===== src/inc/stc_pkg.sv =====
// Package: register map, field layout and reset values of the time compare and tick block
package stc_pkg;

  // Register byte offsets, one aligned 32-bit word each
  localparam logic [7:0] STC_OFS_CONTROL     = 8'h00;
  localparam logic [7:0] STC_OFS_IRQ_STATUS  = 8'h04;
  localparam logic [7:0] STC_OFS_IRQ_ENABLE  = 8'h08;
  localparam logic [7:0] STC_OFS_CMP_LOW     = 8'h0C;
  localparam logic [7:0] STC_OFS_CMP_HIGH    = 8'h10;
  localparam logic [7:0] STC_OFS_MASK_LOW    = 8'h14;
  localparam logic [7:0] STC_OFS_MASK_HIGH   = 8'h18;
  localparam logic [7:0] STC_OFS_TICK_PERIOD = 8'h1C;
  localparam logic [7:0] STC_OFS_TICK_COUNT  = 8'h20;

  // Address width decoded by the slave
  localparam int STC_ADDR_W = 8;

  // Control register fields
  localparam int STC_CTL_TIME_EN_BIT = 0;
  localparam int STC_CTL_TICK_EN_BIT = 1;

  // Status, enable register fields (same layout)
  localparam int STC_EVT_TIME_BIT = 0;
  localparam int STC_EVT_TICK_BIT = 1;
  localparam int STC_EVT_W        = 2;

  // Documented widths of compare value and tick count
  localparam int STC_CMP_W  = 33;
  localparam int STC_TICK_W = 32;

  // Bit of the compare-high and mask-high registers that holds the top bit
  localparam int STC_HIGH_BIT = 0;

  // Reset values
  localparam logic [31:0] STC_RST_WORD = 32'h0000_0000;
  localparam logic [1:0]  STC_RST_EVT  = 2'h0;
  localparam logic        STC_RST_BIT  = 1'h0;

  // Nominal rate of the system time clock, for reference
  localparam int STC_SYS_CLK_MHZ = 27;

endpackage : stc_pkg


===== src/logic/stc_time_compare_tick.sv =====
// Time compare alarm and periodic tick logic with APB register access
// Contract
// - Set time flag on unmasked compare match
// - Compare top bit in compare-high bit 0
// - Mask one excludes that compare bit
// - Mask split: low 32 bits, high bit 0
// - High registers bits 31-1 read zero
// - Tick flag every count plus one cycles
// - Writing tick count clears tick counter
// - Counter equal count: flag, restart zero
// - Tick counting ignores counter mode setting
// - Tick count 32-bit read/write, resets zero
`timescale 1ns/1ps

module stc_time_compare_tick
  import stc_pkg::*;
#(
  parameter int CMP_W  = STC_CMP_W,
  parameter int TICK_W = STC_TICK_W
) (
  // Clock and reset
  input  wire logic               pclk,
  input  wire logic               presetn,
  // APB slave
  input  wire logic               psel,
  input  wire logic               penable,
  input  wire logic               pwrite,
  input  wire logic [31:0]        paddr,
  input  wire logic [31:0]        pwdata,
  output logic      [31:0]        prdata,
  output logic                    pready,
  output logic                    pslverr,
  // System time counter, same clock domain
  input  wire logic [CMP_W-1:0]   system_time_counter,
  input  wire logic               system_time_update,
  // System time clock pin, asynchronous to pclk
  input  wire logic               system_time_clock,
  // Interrupt
  output logic                    irq
);

  ////////////////////////////////////////////////////////////////////////////
  // Elaboration checks

  // Compare is split over one full word and one single bit, so the
  // register layout only serves the documented width
  if (CMP_W != STC_CMP_W) begin : g_bad_cmp_w
    $error("CMP_W must equal the documented compare width");
  end
  // Tick count lives in one bus word
  if (TICK_W < 1 || TICK_W > STC_TICK_W) begin : g_bad_tick_w
    $error("TICK_W must lie between 1 and the documented tick width");
  end
  // Status and enable words carry one bit per event source
  if (STC_EVT_W != STC_EVT_TICK_BIT + 1) begin : g_bad_evt_w
    $error("event vector width does not match the status layout");
  end

  ////////////////////////////////////////////////////////////////////////////
  // Registers

  logic                   time_compare_enable_ff;
  logic                   tick_enable_ff;
  logic [STC_EVT_W-1:0]   status_ff;
  logic [STC_EVT_W-1:0]   irq_enable_ff;
  logic [31:0]            time_compare_low_ff;
  logic                   time_compare_high_ff;
  logic [31:0]            time_compare_mask_low_ff;
  logic                   time_compare_mask_high_ff;
  logic [TICK_W-1:0]      tick_count_field_ff;
  logic [TICK_W-1:0]      tick_counter_ff;
  // Pin synchroniser and edge history
  logic                   sys_clk_meta_ff;
  logic                   sys_clk_sync_ff;
  logic                   sys_clk_prev_ff;
  // Output flops
  logic [31:0]            prdata_ff;
  logic                   irq_ff;

  // Next-state values built in combinational logic
  logic [STC_EVT_W-1:0]   nxt_status;
  logic [TICK_W-1:0]      nxt_tick_counter;

  ////////////////////////////////////////////////////////////////////////////
  // APB decode

  wire logic [STC_ADDR_W-1:0] reg_addr = paddr[STC_ADDR_W-1:0];
  wire logic                  addr_hi_zero = (paddr[31:STC_ADDR_W] == '0);
  wire logic                  access = psel & penable;
  wire logic                  wr_en = access & pwrite;

  // Per-register hits
  // Decode uses the full byte address; bits 1..0 must be zero to hit
  wire logic hit_ctl   = addr_hi_zero & (reg_addr == STC_OFS_CONTROL);
  wire logic hit_sts   = addr_hi_zero & (reg_addr == STC_OFS_IRQ_STATUS);
  wire logic hit_ien   = addr_hi_zero & (reg_addr == STC_OFS_IRQ_ENABLE);
  wire logic hit_cmpl  = addr_hi_zero & (reg_addr == STC_OFS_CMP_LOW);
  wire logic hit_cmph  = addr_hi_zero & (reg_addr == STC_OFS_CMP_HIGH);
  wire logic hit_mskl  = addr_hi_zero & (reg_addr == STC_OFS_MASK_LOW);
  wire logic hit_mskh  = addr_hi_zero & (reg_addr == STC_OFS_MASK_HIGH);
  wire logic hit_tper  = addr_hi_zero & (reg_addr == STC_OFS_TICK_PERIOD);
  wire logic hit_tcnt  = addr_hi_zero & (reg_addr == STC_OFS_TICK_COUNT);

  wire logic hit_any = hit_ctl | hit_sts | hit_ien | hit_cmpl | hit_cmph |
                       hit_mskl | hit_mskh | hit_tper | hit_tcnt;

  // Zero wait states; unmapped addresses answer with an error.
  // Every register is a plain flop, so no access ever needs to stall;
  // an error beats a silent ignore when software mistypes an offset.
  assign pready  = 1'b1;
  assign pslverr = access & ~hit_any;

  // Write strobes per register
  // The live tick counter has no strobe: it is read only
  wire logic wr_ctl  = wr_en & hit_ctl;
  wire logic wr_sts  = wr_en & hit_sts;
  wire logic wr_ien  = wr_en & hit_ien;
  wire logic wr_cmpl = wr_en & hit_cmpl;
  wire logic wr_cmph = wr_en & hit_cmph;
  wire logic wr_mskl = wr_en & hit_mskl;
  wire logic wr_mskh = wr_en & hit_mskh;
  wire logic wr_tper = wr_en & hit_tper;

  ////////////////////////////////////////////////////////////////////////////
  // Read data

  // Control word view
  // Bits above the two enables read as zero and ignore writes
  wire logic [31:0] ctl_word = {30'h0, tick_enable_ff, time_compare_enable_ff};

  wire logic [31:0] cmph_word = {31'h0, time_compare_high_ff};
  wire logic [31:0] mskh_word = {31'h0, time_compare_mask_high_ff};

  // Status and enable words
  wire logic [31:0] sts_word = {{(32-STC_EVT_W){1'b0}}, status_ff};
  wire logic [31:0] ien_word = {{(32-STC_EVT_W){1'b0}}, irq_enable_ff};

  // Tick words zero-extended when TICK_W is narrow
  wire logic [31:0] tper_word = 32'(tick_count_field_ff);
  wire logic [31:0] tcnt_word = 32'(tick_counter_ff);

  // Read mux; unmapped reads return zero
  // Priority order is harmless: the hits are mutually exclusive
  wire logic [31:0] rd_mux =
      hit_ctl  ? ctl_word :
      hit_sts  ? sts_word :
      hit_ien  ? ien_word :
      hit_cmpl ? time_compare_low_ff :
      hit_cmph ? cmph_word :
      hit_mskl ? time_compare_mask_low_ff :
      hit_mskh ? mskh_word :
      hit_tper ? tper_word :
      hit_tcnt ? tcnt_word : STC_RST_WORD;

  // Read word taken from a flop: captured in the setup cycle so it stands
  // through the access phase, and zero at every other time. A status bit
  // or the live tick counter is therefore one cycle old when read; an event
  // landing in the setup cycle shows on the next read instead.
  wire logic        rd_setup   = psel & ~penable & ~pwrite;
  wire logic [31:0] nxt_prdata = rd_setup ? rd_mux : STC_RST_WORD;

  always_ff @(posedge pclk or negedge presetn) begin
    if (!presetn) begin
      prdata_ff <= STC_RST_WORD;
    end else begin
      prdata_ff <= nxt_prdata;
    end
  end

  assign prdata = prdata_ff;

  ////////////////////////////////////////////////////////////////////////////
  // Control, enable and compare registers

  // Software-owned configuration
  always_ff @(posedge pclk or negedge presetn) begin
    if (!presetn) begin
      time_compare_enable_ff    <= STC_RST_BIT;
      tick_enable_ff            <= STC_RST_BIT;
      irq_enable_ff             <= STC_RST_EVT;
      time_compare_low_ff       <= STC_RST_WORD;
      time_compare_high_ff      <= STC_RST_BIT;
      time_compare_mask_low_ff  <= STC_RST_WORD;
      time_compare_mask_high_ff <= STC_RST_BIT;
    end else begin
      if (wr_ctl) begin
        time_compare_enable_ff <= pwdata[STC_CTL_TIME_EN_BIT];
        tick_enable_ff         <= pwdata[STC_CTL_TICK_EN_BIT];
      end
      if (wr_ien) begin
        irq_enable_ff <= pwdata[STC_EVT_W-1:0];
      end
      if (wr_cmpl) begin
        time_compare_low_ff <= pwdata;
      end
      if (wr_cmph) begin
        time_compare_high_ff <= pwdata[STC_HIGH_BIT];
      end
      if (wr_mskl) begin
        time_compare_mask_low_ff <= pwdata;
      end
      if (wr_mskh) begin
        time_compare_mask_high_ff <= pwdata[STC_HIGH_BIT];
      end
    end
  end

  // Full-width period, no reserved bits when TICK_W is 32
  // Tick count register
  always_ff @(posedge pclk or negedge presetn) begin
    if (!presetn) begin
      tick_count_field_ff <= TICK_W'(STC_RST_WORD);
    end else if (wr_tper) begin
      tick_count_field_ff <= pwdata[TICK_W-1:0];
    end
  end

  ////////////////////////////////////////////////////////////////////////////
  // Masked absolute time compare

  // Full compare value and mask as one vector
  // Top bit sits above the low word in both vectors
  wire logic [CMP_W-1:0] absolute_compare_value = {time_compare_high_ff, time_compare_low_ff};
  wire logic [CMP_W-1:0] absolute_compare_mask  = {time_compare_mask_high_ff, time_compare_mask_low_ff};
  logic      [CMP_W-1:0] bit_match;

  for (genvar i = 0; i < CMP_W; i++) begin : g_cmp_bit
    assign bit_match[i] = absolute_compare_mask[i] |
                          (absolute_compare_value[i] == system_time_counter[i]);
  end

  // No shadow copy of the compare and mask words: each write lands at once,
  // so a half-written 33-bit value can match for one update. Software is
  // expected to clear the compare enable around such rewrites.
  // Enabled match event
  wire logic time_event = time_compare_enable_ff & system_time_update & (&bit_match);

  ////////////////////////////////////////////////////////////////////////////
  // System time clock synchroniser

  // Two flops before any logic; third flop only for edge detect.
  // The flops reset low to match the idle pin, so no false edge follows
  // reset while the pin is low; a pin already high at release gives one
  // false edge, which only matters for a tick that cannot be enabled yet.
  always_ff @(posedge pclk or negedge presetn) begin
    if (!presetn) begin
      sys_clk_meta_ff <= STC_RST_BIT;
      sys_clk_sync_ff <= STC_RST_BIT;
      sys_clk_prev_ff <= STC_RST_BIT;
    end else begin
      sys_clk_meta_ff <= system_time_clock;
      sys_clk_sync_ff <= sys_clk_meta_ff;
      sys_clk_prev_ff <= sys_clk_sync_ff;
    end
  end

  // One pulse per system time clock cycle; pin must stay well below pclk/2
  // Faster pins alias and lose edges silently
  wire logic sys_clk_rise = sys_clk_sync_ff & ~sys_clk_prev_ff;

  ////////////////////////////////////////////////////////////////////////////
  // Periodic tick counter

  wire logic tick_hit = (tick_counter_ff == tick_count_field_ff);

  // Edges are seen two to three bus clocks after the pin moves; the delay
  // can differ by one clock between edges, but every edge counts, so the tick period stays exact. The path
  // has no mode input, so no counter-mode setting can stall or redirect it.
  // Tick every count plus one
  // Counts every rising system time clock edge, no mode input
  wire logic tick_event = tick_enable_ff & sys_clk_rise & tick_hit;

  // Counter held at zero while disabled, so enabling starts a full period
  always_comb begin
    nxt_tick_counter = tick_counter_ff;
    // Count write clears counter
    // A write in the same cycle as an edge wins
    if (wr_tper || !tick_enable_ff) begin
      nxt_tick_counter = '0;
    end else if (sys_clk_rise) begin
      if (tick_hit) begin
        nxt_tick_counter = '0;
      end else begin
        nxt_tick_counter = tick_counter_ff + 1'b1;
      end
    end
  end

  always_ff @(posedge pclk or negedge presetn) begin
    if (!presetn) begin
      tick_counter_ff <= TICK_W'(STC_RST_WORD);
    end else begin
      tick_counter_ff <= nxt_tick_counter;
    end
  end

  ////////////////////////////////////////////////////////////////////////////
  // Sticky status and interrupt

  // Event vector in status layout
  wire logic [STC_EVT_W-1:0] evt_vec = {tick_event, time_event};
  wire logic [STC_EVT_W-1:0] clr_vec = wr_sts ? pwdata[STC_EVT_W-1:0] : STC_RST_EVT;

  // A clear that meets a new event in one cycle must not lose that event,
  // so the set term is applied after the clear term
  // Sticky until write-one clear; a new event beats the clear
  always_comb begin
    nxt_status = (status_ff & ~clr_vec) | evt_vec;
  end

  always_ff @(posedge pclk or negedge presetn) begin
    if (!presetn) begin
      status_ff <= STC_RST_EVT;
    end else begin
      status_ff <= nxt_status;
    end
  end

  // Enable word as it stands after this edge
  wire logic [STC_EVT_W-1:0] nxt_irq_enable = wr_ien ? pwdata[STC_EVT_W-1:0] : irq_enable_ff;

  // Level interrupt from a flop; built from next-state values so it adds
  // no cycle of delay behind the status and enable registers
  always_ff @(posedge pclk or negedge presetn) begin
    if (!presetn) begin
      irq_ff <= STC_RST_BIT;
    end else begin
      irq_ff <= |(nxt_status & nxt_irq_enable);
    end
  end

  assign irq = irq_ff;

endmodule // stc_time_compare_tick


===== config.mk =====
export PLATFORM = sky130hd
export DESIGN_NAME = stc_time_compare_tick
export DESIGN_NICKNAME = d
export VERILOG_FILES = /design/src/inc/stc_pkg.sv /design/src/logic/stc_time_compare_tick.sv
export SDC_FILE = /design/constraint.sdc
export NUM_CORES = 1
export LEC_CHECK = 0
export BUFFER_PORTS_ARGS = -buffer_cell sky130_fd_sc_hd__buf_4
export CORE_AREA = 5 5 131 133
export DETAILED_ROUTE_END_ITERATION = 8
export DIE_AREA = 0 0 136 138
export PLACE_DENSITY = 0.9
export SLEW_MARGIN = 20
export SYNTH_ARGS = -nofsm -noshare
export SYNTH_HDL_FRONTEND = slang
export SYNTH_SLANG_ARGS = --single-unit

===== constraint.sdc =====
create_clock -name pclk -period 2.6 [get_ports pclk]
set_input_delay 0.39 -clock pclk [delete_from_list [all_inputs] [get_ports pclk]]
set_output_delay 0.39 -clock pclk [all_outputs]
set_load 0.01 [all_outputs]

==> results of run 1 <==
==> stage by stage <==
stage          cell area [um^2]  worst slack (ns)  cells  utilization, %  hold slack [ns]
2_1_floorplan              8782            0.3988    742               -          0.09441
3_3_place_gp              10170            0.1962   1084           64.71           0.2807
3_5_place_dp              10170            0.1346   1084           64.71           0.2864
4_1_cts                   10770            0.2404   1117           68.55          0.04989
5_1_grt                   10770            0.1812   1117           68.55          0.05174
6_report                  10770            0.2261   1117           68.55          0.05952
==> Yosys cell counts (11+ instances only) <==
cell type / number / share of area, %
dfrtp_1: 172 / 49
mux2_2: 69 / 8.8
a22oi_1: 46 / 3.9
xor2_1: 44 / 4.4
xnor2_1: 34 / 3.4
mux2_1: 33 / 4.2
nor2_1: 32 / 1.4
a21oi_1: 23 / 1.3
a21oi_2: 20 / 2.0
buf_2: 19 / 1.1
nand2_1: 17 / 0.73
o21ai_0: 17 / 0.97
o22ai_1: 17 / 1.2
and3_1: 14 / 1.0
nor4_1: 14 / 1.0
or3_1: 12 / 0.85
clkbuf_1: 11 / 0.47
nand3_1: 11 / 0.63
==> repair_timing <==
action / in CTS / in global routing
endpoints found under the hold margin: 27 / 0
hold buffers: 1 / 0
endpoints found under the setup margin: 0 / 0
==> sequential cells by signal, indices dropped and copies added, names as in the netlist <==
register and count:
irq 1, sys_clk_meta_ff 1, tcnt_word 32, status_ff 2, prdata 32, time_compare_mask_low_ff 32
time_compare_mask_high_ff 1, tick_enable_ff 1, time_compare_enable_ff 1, time_compare_high_ff 1, sys_clk_sync_ff 1, sys_clk_prev_ff 1
time_compare_low_ff 32, irq_enable_ff 2, tick_count_field_ff 32
==> worst max path at each step <==
stage                                                    end  startpoint
global route                                         pslverr   paddr[23]
detailed placement  time_compare_mask_low_ff[20]$_DFFE_PN0P_    paddr[9]
finish                                               pslverr   paddr[23]
CTS                                                  pslverr   paddr[23]
floorplan           time_compare_mask_low_ff[12]$_DFFE_PN0P_   paddr[23]
global placement    time_compare_mask_low_ff[20]$_DFFE_PN0P_   paddr[15]
==> cell type report <==
| type | count | area, um^2 |
|---|---|---|
| clock inverters | 13 | 141.4 |
| inverters | 7 | 26.28 |
| repair buffers | 177 | 1435 |
| multi-input cells | 513 | 4141 |
| fillers | 1081 | 4941 |
| flip-flops and latches | 172 | 4304 |
| well taps | 216 | 270.3 |
| clock buffers | 19 | 452.9 |
==> layer usage <==
layer / global-route usage, % / routed length, um / vias to the layer above
met5: 0 / 0 / -
met4: 10.45 / 705 / 0
met3: 6.894 / 2291 / 67
met2: 41.46 / 11870 / 386
met1: 35.68 / 10050 / 3486
li1: - / - / 3051
==> power groups by stage <==
| stage | clock network (uW) | logic, uW | registers [uW] |
|---|---|---|---|
| 2_1_floorplan | 0 | 69.1 | 2730 |
| 3_3_place_gp | 0 | 305 | 2730 |
| 3_5_place_dp | 0 | 313 | 2730 |
| 4_1_cts | 2580 | 317 | 2680 |
| 5_1_grt | 2680 | 340 | 2680 |
| 6_report | 2560 | 316 | 2680 |
==> cells by family after synthesis <==
family | share of synthesized area (%)
multiplexers | 13.31
other | 0.04270
adder cells (fa/ha/maj) | 0.1424
AND/OR/NAND/NOR | 11.00
XOR/XNOR | 7.779
buffers and inverters | 3.961
AO/OA/AOI/OAI | 14.76
flip-flops | 49.01
==> results.md, run 1 <==
* Cell Area, Synth at 0.008782 mm^2
* Gr usage total at 26.61%
* WHS Endpoint: sys_clk_meta_ff$_DFF_PN0_
* Fin nets at 993
* Drt pass-1 iters at 7
* Yosys cell types at 66
* Critical path endpoint category: primary output
* DRT iter0 DRCs at 767
* Synthesized net count at 847
* RSZ-0062 raised after global routing: false
* CP peak stage delay at 0.60 ns
* Buf/Inv on CP at 3
* Most frequent cells in the layout: dfrtp_1, buf_4, mux2_2
* Routed wire per std cell at 22.30 um
* Initial antenna violation count at 0
* Critical path class: in -> out
* Req. time, crit path at 2.21 ns
* Cells along the critical path: buf_4, or4_1, buf_4, nor4_4, a211oi_1, buf_4
* Fin Clk Skew at 0.01137 ns
* Routability Congestion at 0.9637
* Sw Ratio at 22.68%
* # resized after CTS at 0
* Row Count at 46
* Clock power share at 46.1%
* Final Routed Wirelength at 24.91 mm
* CP dominant cell by count: buf_4
* Max_cap viols at 0
* Most used DFF post-synth: dfrtp_1
* Via count at 6990
* Min-delay worst type: in -> reg
* Power per cell area at 515.3 mW/mm^2
* Most common cell after layout, fill and taps aside: dfrtp_1
* Combinational Power Share at 5.7%
* Synthesis-stage register bit count at 172
* Port-buffer cells at 137
* Sequential share of power at 48.3%
* First-pass GRT wire length at 39.20 mm
* Mapped Avg Cell Area at 11.84 um^2
* # diodes at 0
* Antenna-violating nets left at 0
* Peak supply drop at 0.4587 mV
* Die ar. at 0.01877 mm^2
* Rel. slew slack at 60.73%
* Post-synthesis sequential area ratio at 49.01%
* Detailed placement HPWL at 17.78 mm
* YS warnings at 0
* Largest net degree at the start of global routing at 94
* Starting Density at 55.89%
* CTS sink count at 172
* Maximum clock rate at 0.4213 GHz
* Measured slew at the worst slew-check pin at 0.5877 ns
* Leak at 0.005077 uW
* Crit path DAT at 1.98 ns
* Number of setup buffers added after CTS at 0
* Top delay family on crit path: simple AND/OR/NAND/NOR gates
* Final worst path period share at 91.30%
* Status: completed
* Total CTS buffers at 17
* Critical path depth at 6
* Psw at 1259 uW
* Die X-Extent at 136 um
* Int Pwr at 4292 uW
* Longest Clk Path Bufs at 2
* Drt drc at 0
* Worst reg2reg setup slack at 0.39 ns
* Ys async rst share at 100.0%
* Critical-path top delay cell: or4_1
* Via/cell ratio at 6.258
* Root buffer cell: clkbuf_16
* H-Tree Depth at 4
* Final setup vio count at 0
* Post-synth EDFFs at 0
* Hold Vio Cnt, Final at 0
* Io pins at 139
* Crit path time final at 2.374 ns
* Element type at the critical path start: primary input
* Worst r2r src: time_compare_low_ff[0]$_DFFE_PN0P_
* Worst-Skew Late Latency at 0.45 ns
* Hold path startpoint: system_time_clock
* Hold Crit Depth at 1
* CTS tree: built
* Worst-path maximum fanout at 5
* Final Total Pwr at 5551 uW
* Share of cells above drive strength 1 at 35.52%
* Die height at 138 um
* Pins Over Slew Limit at 0
* GRT overflow at 0
* Syn Inst Count at 742
* Area Growth Syn to Fin at 22.65%
* CORE AREA at 0.01571 mm^2
* Vias in the first global route at 7191
* Reg2Reg Depth at 6
* Final TNS setup at 0 ns
* FF-to-FF End: irq$_DFF_PN0_
* Clk pin slew, worst setup/hold paths at 0.07 ns
(Power assumes the default switching activity.)
==> run 2: changes to the inputs <==
- CORE_AREA: 5 5 131 133 -> 5 5 145 147
- DIE_AREA: 0 0 136 138 -> 0 0 150 152
- GPL_TIMING_DRIVEN: not set -> 1
- HOLD_SLACK_MARGIN: not set -> 0.1
- PLACE_DENSITY: 0.9 -> 0.77
==> results.md, run 2 (synthesized netlist as in run 1, its figures left out) <==
* # diodes at 0 (unchanged)
* Gr usage total at 21.54% (-5.1 points)
* H-Tree Depth at 4 (unchanged)
* Via count at 6782 (-3.0%)
* CTS tree: built
* Initial antenna violation count at 0 (unchanged)
* Longest Clk Path Bufs at 2 (unchanged)
* Hold buffers post-CTS at 2 (+1)
* Root buffer cell: clkbuf_16
* Fillers at 1690 (+56%)
* Clk pin slew, worst setup/hold paths at 0.06 ns (about the same)
* Crit path time final at 2.352 ns (-0.02236 ns)
* Max_cap viols at 0 (unchanged)
* Via/cell ratio at 5.782 (-7.6%)
* Hold Vio Cnt, Final at 0 (unchanged)
* Port-buffer cells at 137 (unchanged)
* Drt pass-1 iters at 4 (-3)
* Die X-Extent at 150 um (+10%)
* Total CTS buffers at 17 (unchanged)
* Critical path endpoint category: flop
* Most frequent cells in the layout: dfrtp_1, buf_4, mux2_2
* Number of setup buffers added after CTS at 0 (unchanged)
* Most common cell after layout, fill and taps aside: dfrtp_1
* Die height at 152 um (+10%)
* Req. time, crit path at 2.91 ns (+0.70 ns)
* Element type at the critical path start: flop
* Final TNS setup at 0 ns (unchanged)
* Die ar. at 0.02280 mm^2 (+21%)
* RSZ-0062 raised after global routing: false
* GRT overflow at 0 (unchanged)
* Final Routed Wirelength at 24.26 mm (-2.6%)
* Drt drc at 0 (unchanged)
* Starting Density at 44.40% (-11 points)
* # resized after CTS at 0 (unchanged)
* Peak supply drop at 0.2744 mV (-40%)
* Pins Over Slew Limit at 0 (unchanged)
* DP Worst Slack at 0.002989 ns (-0.1316 ns)
* CTS sink count at 172 (unchanged)
* Antenna-violating nets left at 0 (unchanged)
* Worst-path maximum fanout at 16 (+11)
* CORE AREA at 0.01978 mm^2 (+26%)
* Final worst path period share at 90.44% (-0.86 points)
* First-pass GRT wire length at 38.50 mm (-1.8%)
* Routed wire per std cell at 20.68 um (-7.3%)
* Status: completed
* Fin nets at 996 (+0.30%)
* Largest net degree at the start of global routing at 55 (-41%)
* Worst-Skew Late Latency at 0.44 ns (about the same)
* Rel. slew slack at 60.59% (-0.14 points)
* Routability Congestion at 0.8976 (-6.9%)
* Min-delay worst type: in -> reg
* Setup WS post-layout at 0.2485 ns (+0.02236 ns)
* Leak at 0.005086 uW (+0.18%)
* Fin Clk Skew at 0.007988 ns (-0.003378 ns)
* Power per cell area at 508.6 mW/mm^2 (-1.3%)
* Critical path class: reg -> reg
* Final setup vio count at 0 (unchanged)
* Crit path DAT at 2.66 ns (+0.68 ns)
* Maximum clock rate at 0.4253 GHz (+0.95%)
* Share of cells above drive strength 1 at 35.55% (about the same)
* Row Count at 52 (+13%)
* DRT iter0 DRCs at 555 (-28%)
* Vias in the first global route at 7004 (-2.6%)
* Detailed placement HPWL at 17.31 mm (-2.6%)
* Measured slew at the worst slew-check pin at 0.5890 ns (+0.001318 ns)
* Io pins at 139 (unchanged)
* Area Growth Syn to Fin at 23.59%
## run 2: power breakdown
part	switching (uW)	internal [uW]	leakage, uW
Sequential	1.29	2680	0.00238
Clock	1050	1480	0.000288
Combinational	163	150	0.00242
Total	1210	4310	0.00509
## run 2: worst paths after layout
path                                           start                                       to  slack [ns]  cells past startpoint
max                         tcnt_word[8]$_DFFE_PN0P_                tcnt_word[14]$_DFFE_PN0P_        0.25                      8
min                                       pwdata[25]      time_compare_low_ff[25]$_DFFE_PN0P_        0.19                      2
max reg2reg                 tcnt_word[8]$_DFFE_PN0P_                tcnt_word[14]$_DFFE_PN0P_        0.25                      8
min reg2reg                sys_clk_meta_ff$_DFF_PN0_                sys_clk_sync_ff$_DFF_PN0_        0.38                      0
max in group asynchronous                    presetn                      prdata[4]$_DFF_PN0_        1.38                      3
min in group asynchronous                    presetn  time_compare_mask_low_ff[0]$_DFFE_PN0P_        0.47                      2
## run 2: worst max-delay path, stage by stage (launching register included)
cell     delay (ns)
dfrtp_1        0.45
xor2_1         0.21
nor4_1         0.45
nand4_1        0.25
nor2_1         0.25
buf_4          0.19
a21o_1         0.13
buf_4          0.22
a21oi_1        0.08
## run 2: final cells by class
type	instances	area [um^2]	area share, %
repair buffers	180	1460	13.45
clock buffers	20	466.7	4.300
flip-flops and latches	172	4304	39.65
clock inverters	11	117.6	1.084
multi-input cells	513	4141	38.16
inverters	7	26.28	0.2421
well taps	270	337.8	3.112
## run 2: metrics by stage
stage | util, % | cells | hold WS (ns) | total power [uW] | cell area [um^2]
after CTS | 54.88 | 1173 | 0.1801 | 5554 | 10850
after global placement | 51.82 | 1140 | 0.3708 | 3040 | 10250
after global routing | 54.88 | 1173 | 0.1798 | 5703 | 10850
after floorplan | - | 742 | 0.09441 | 2799 | 8782
after detailed placement | 51.82 | 1140 | 0.3746 | 3042 | 10250
final | 54.88 | 1173 | 0.1872 | 5521 | 10850
## run 2: metal layers
metal / global-route usage, % / wire length (um) / up-vias
li1: - / - / 3048
met1: 27.79 / 9861 / 3383
met2: 34.33 / 11730 / 293
met3: 5.392 / 1758 / 58
met4: 9.455 / 907 / 0
met5: 0 / 0 / -
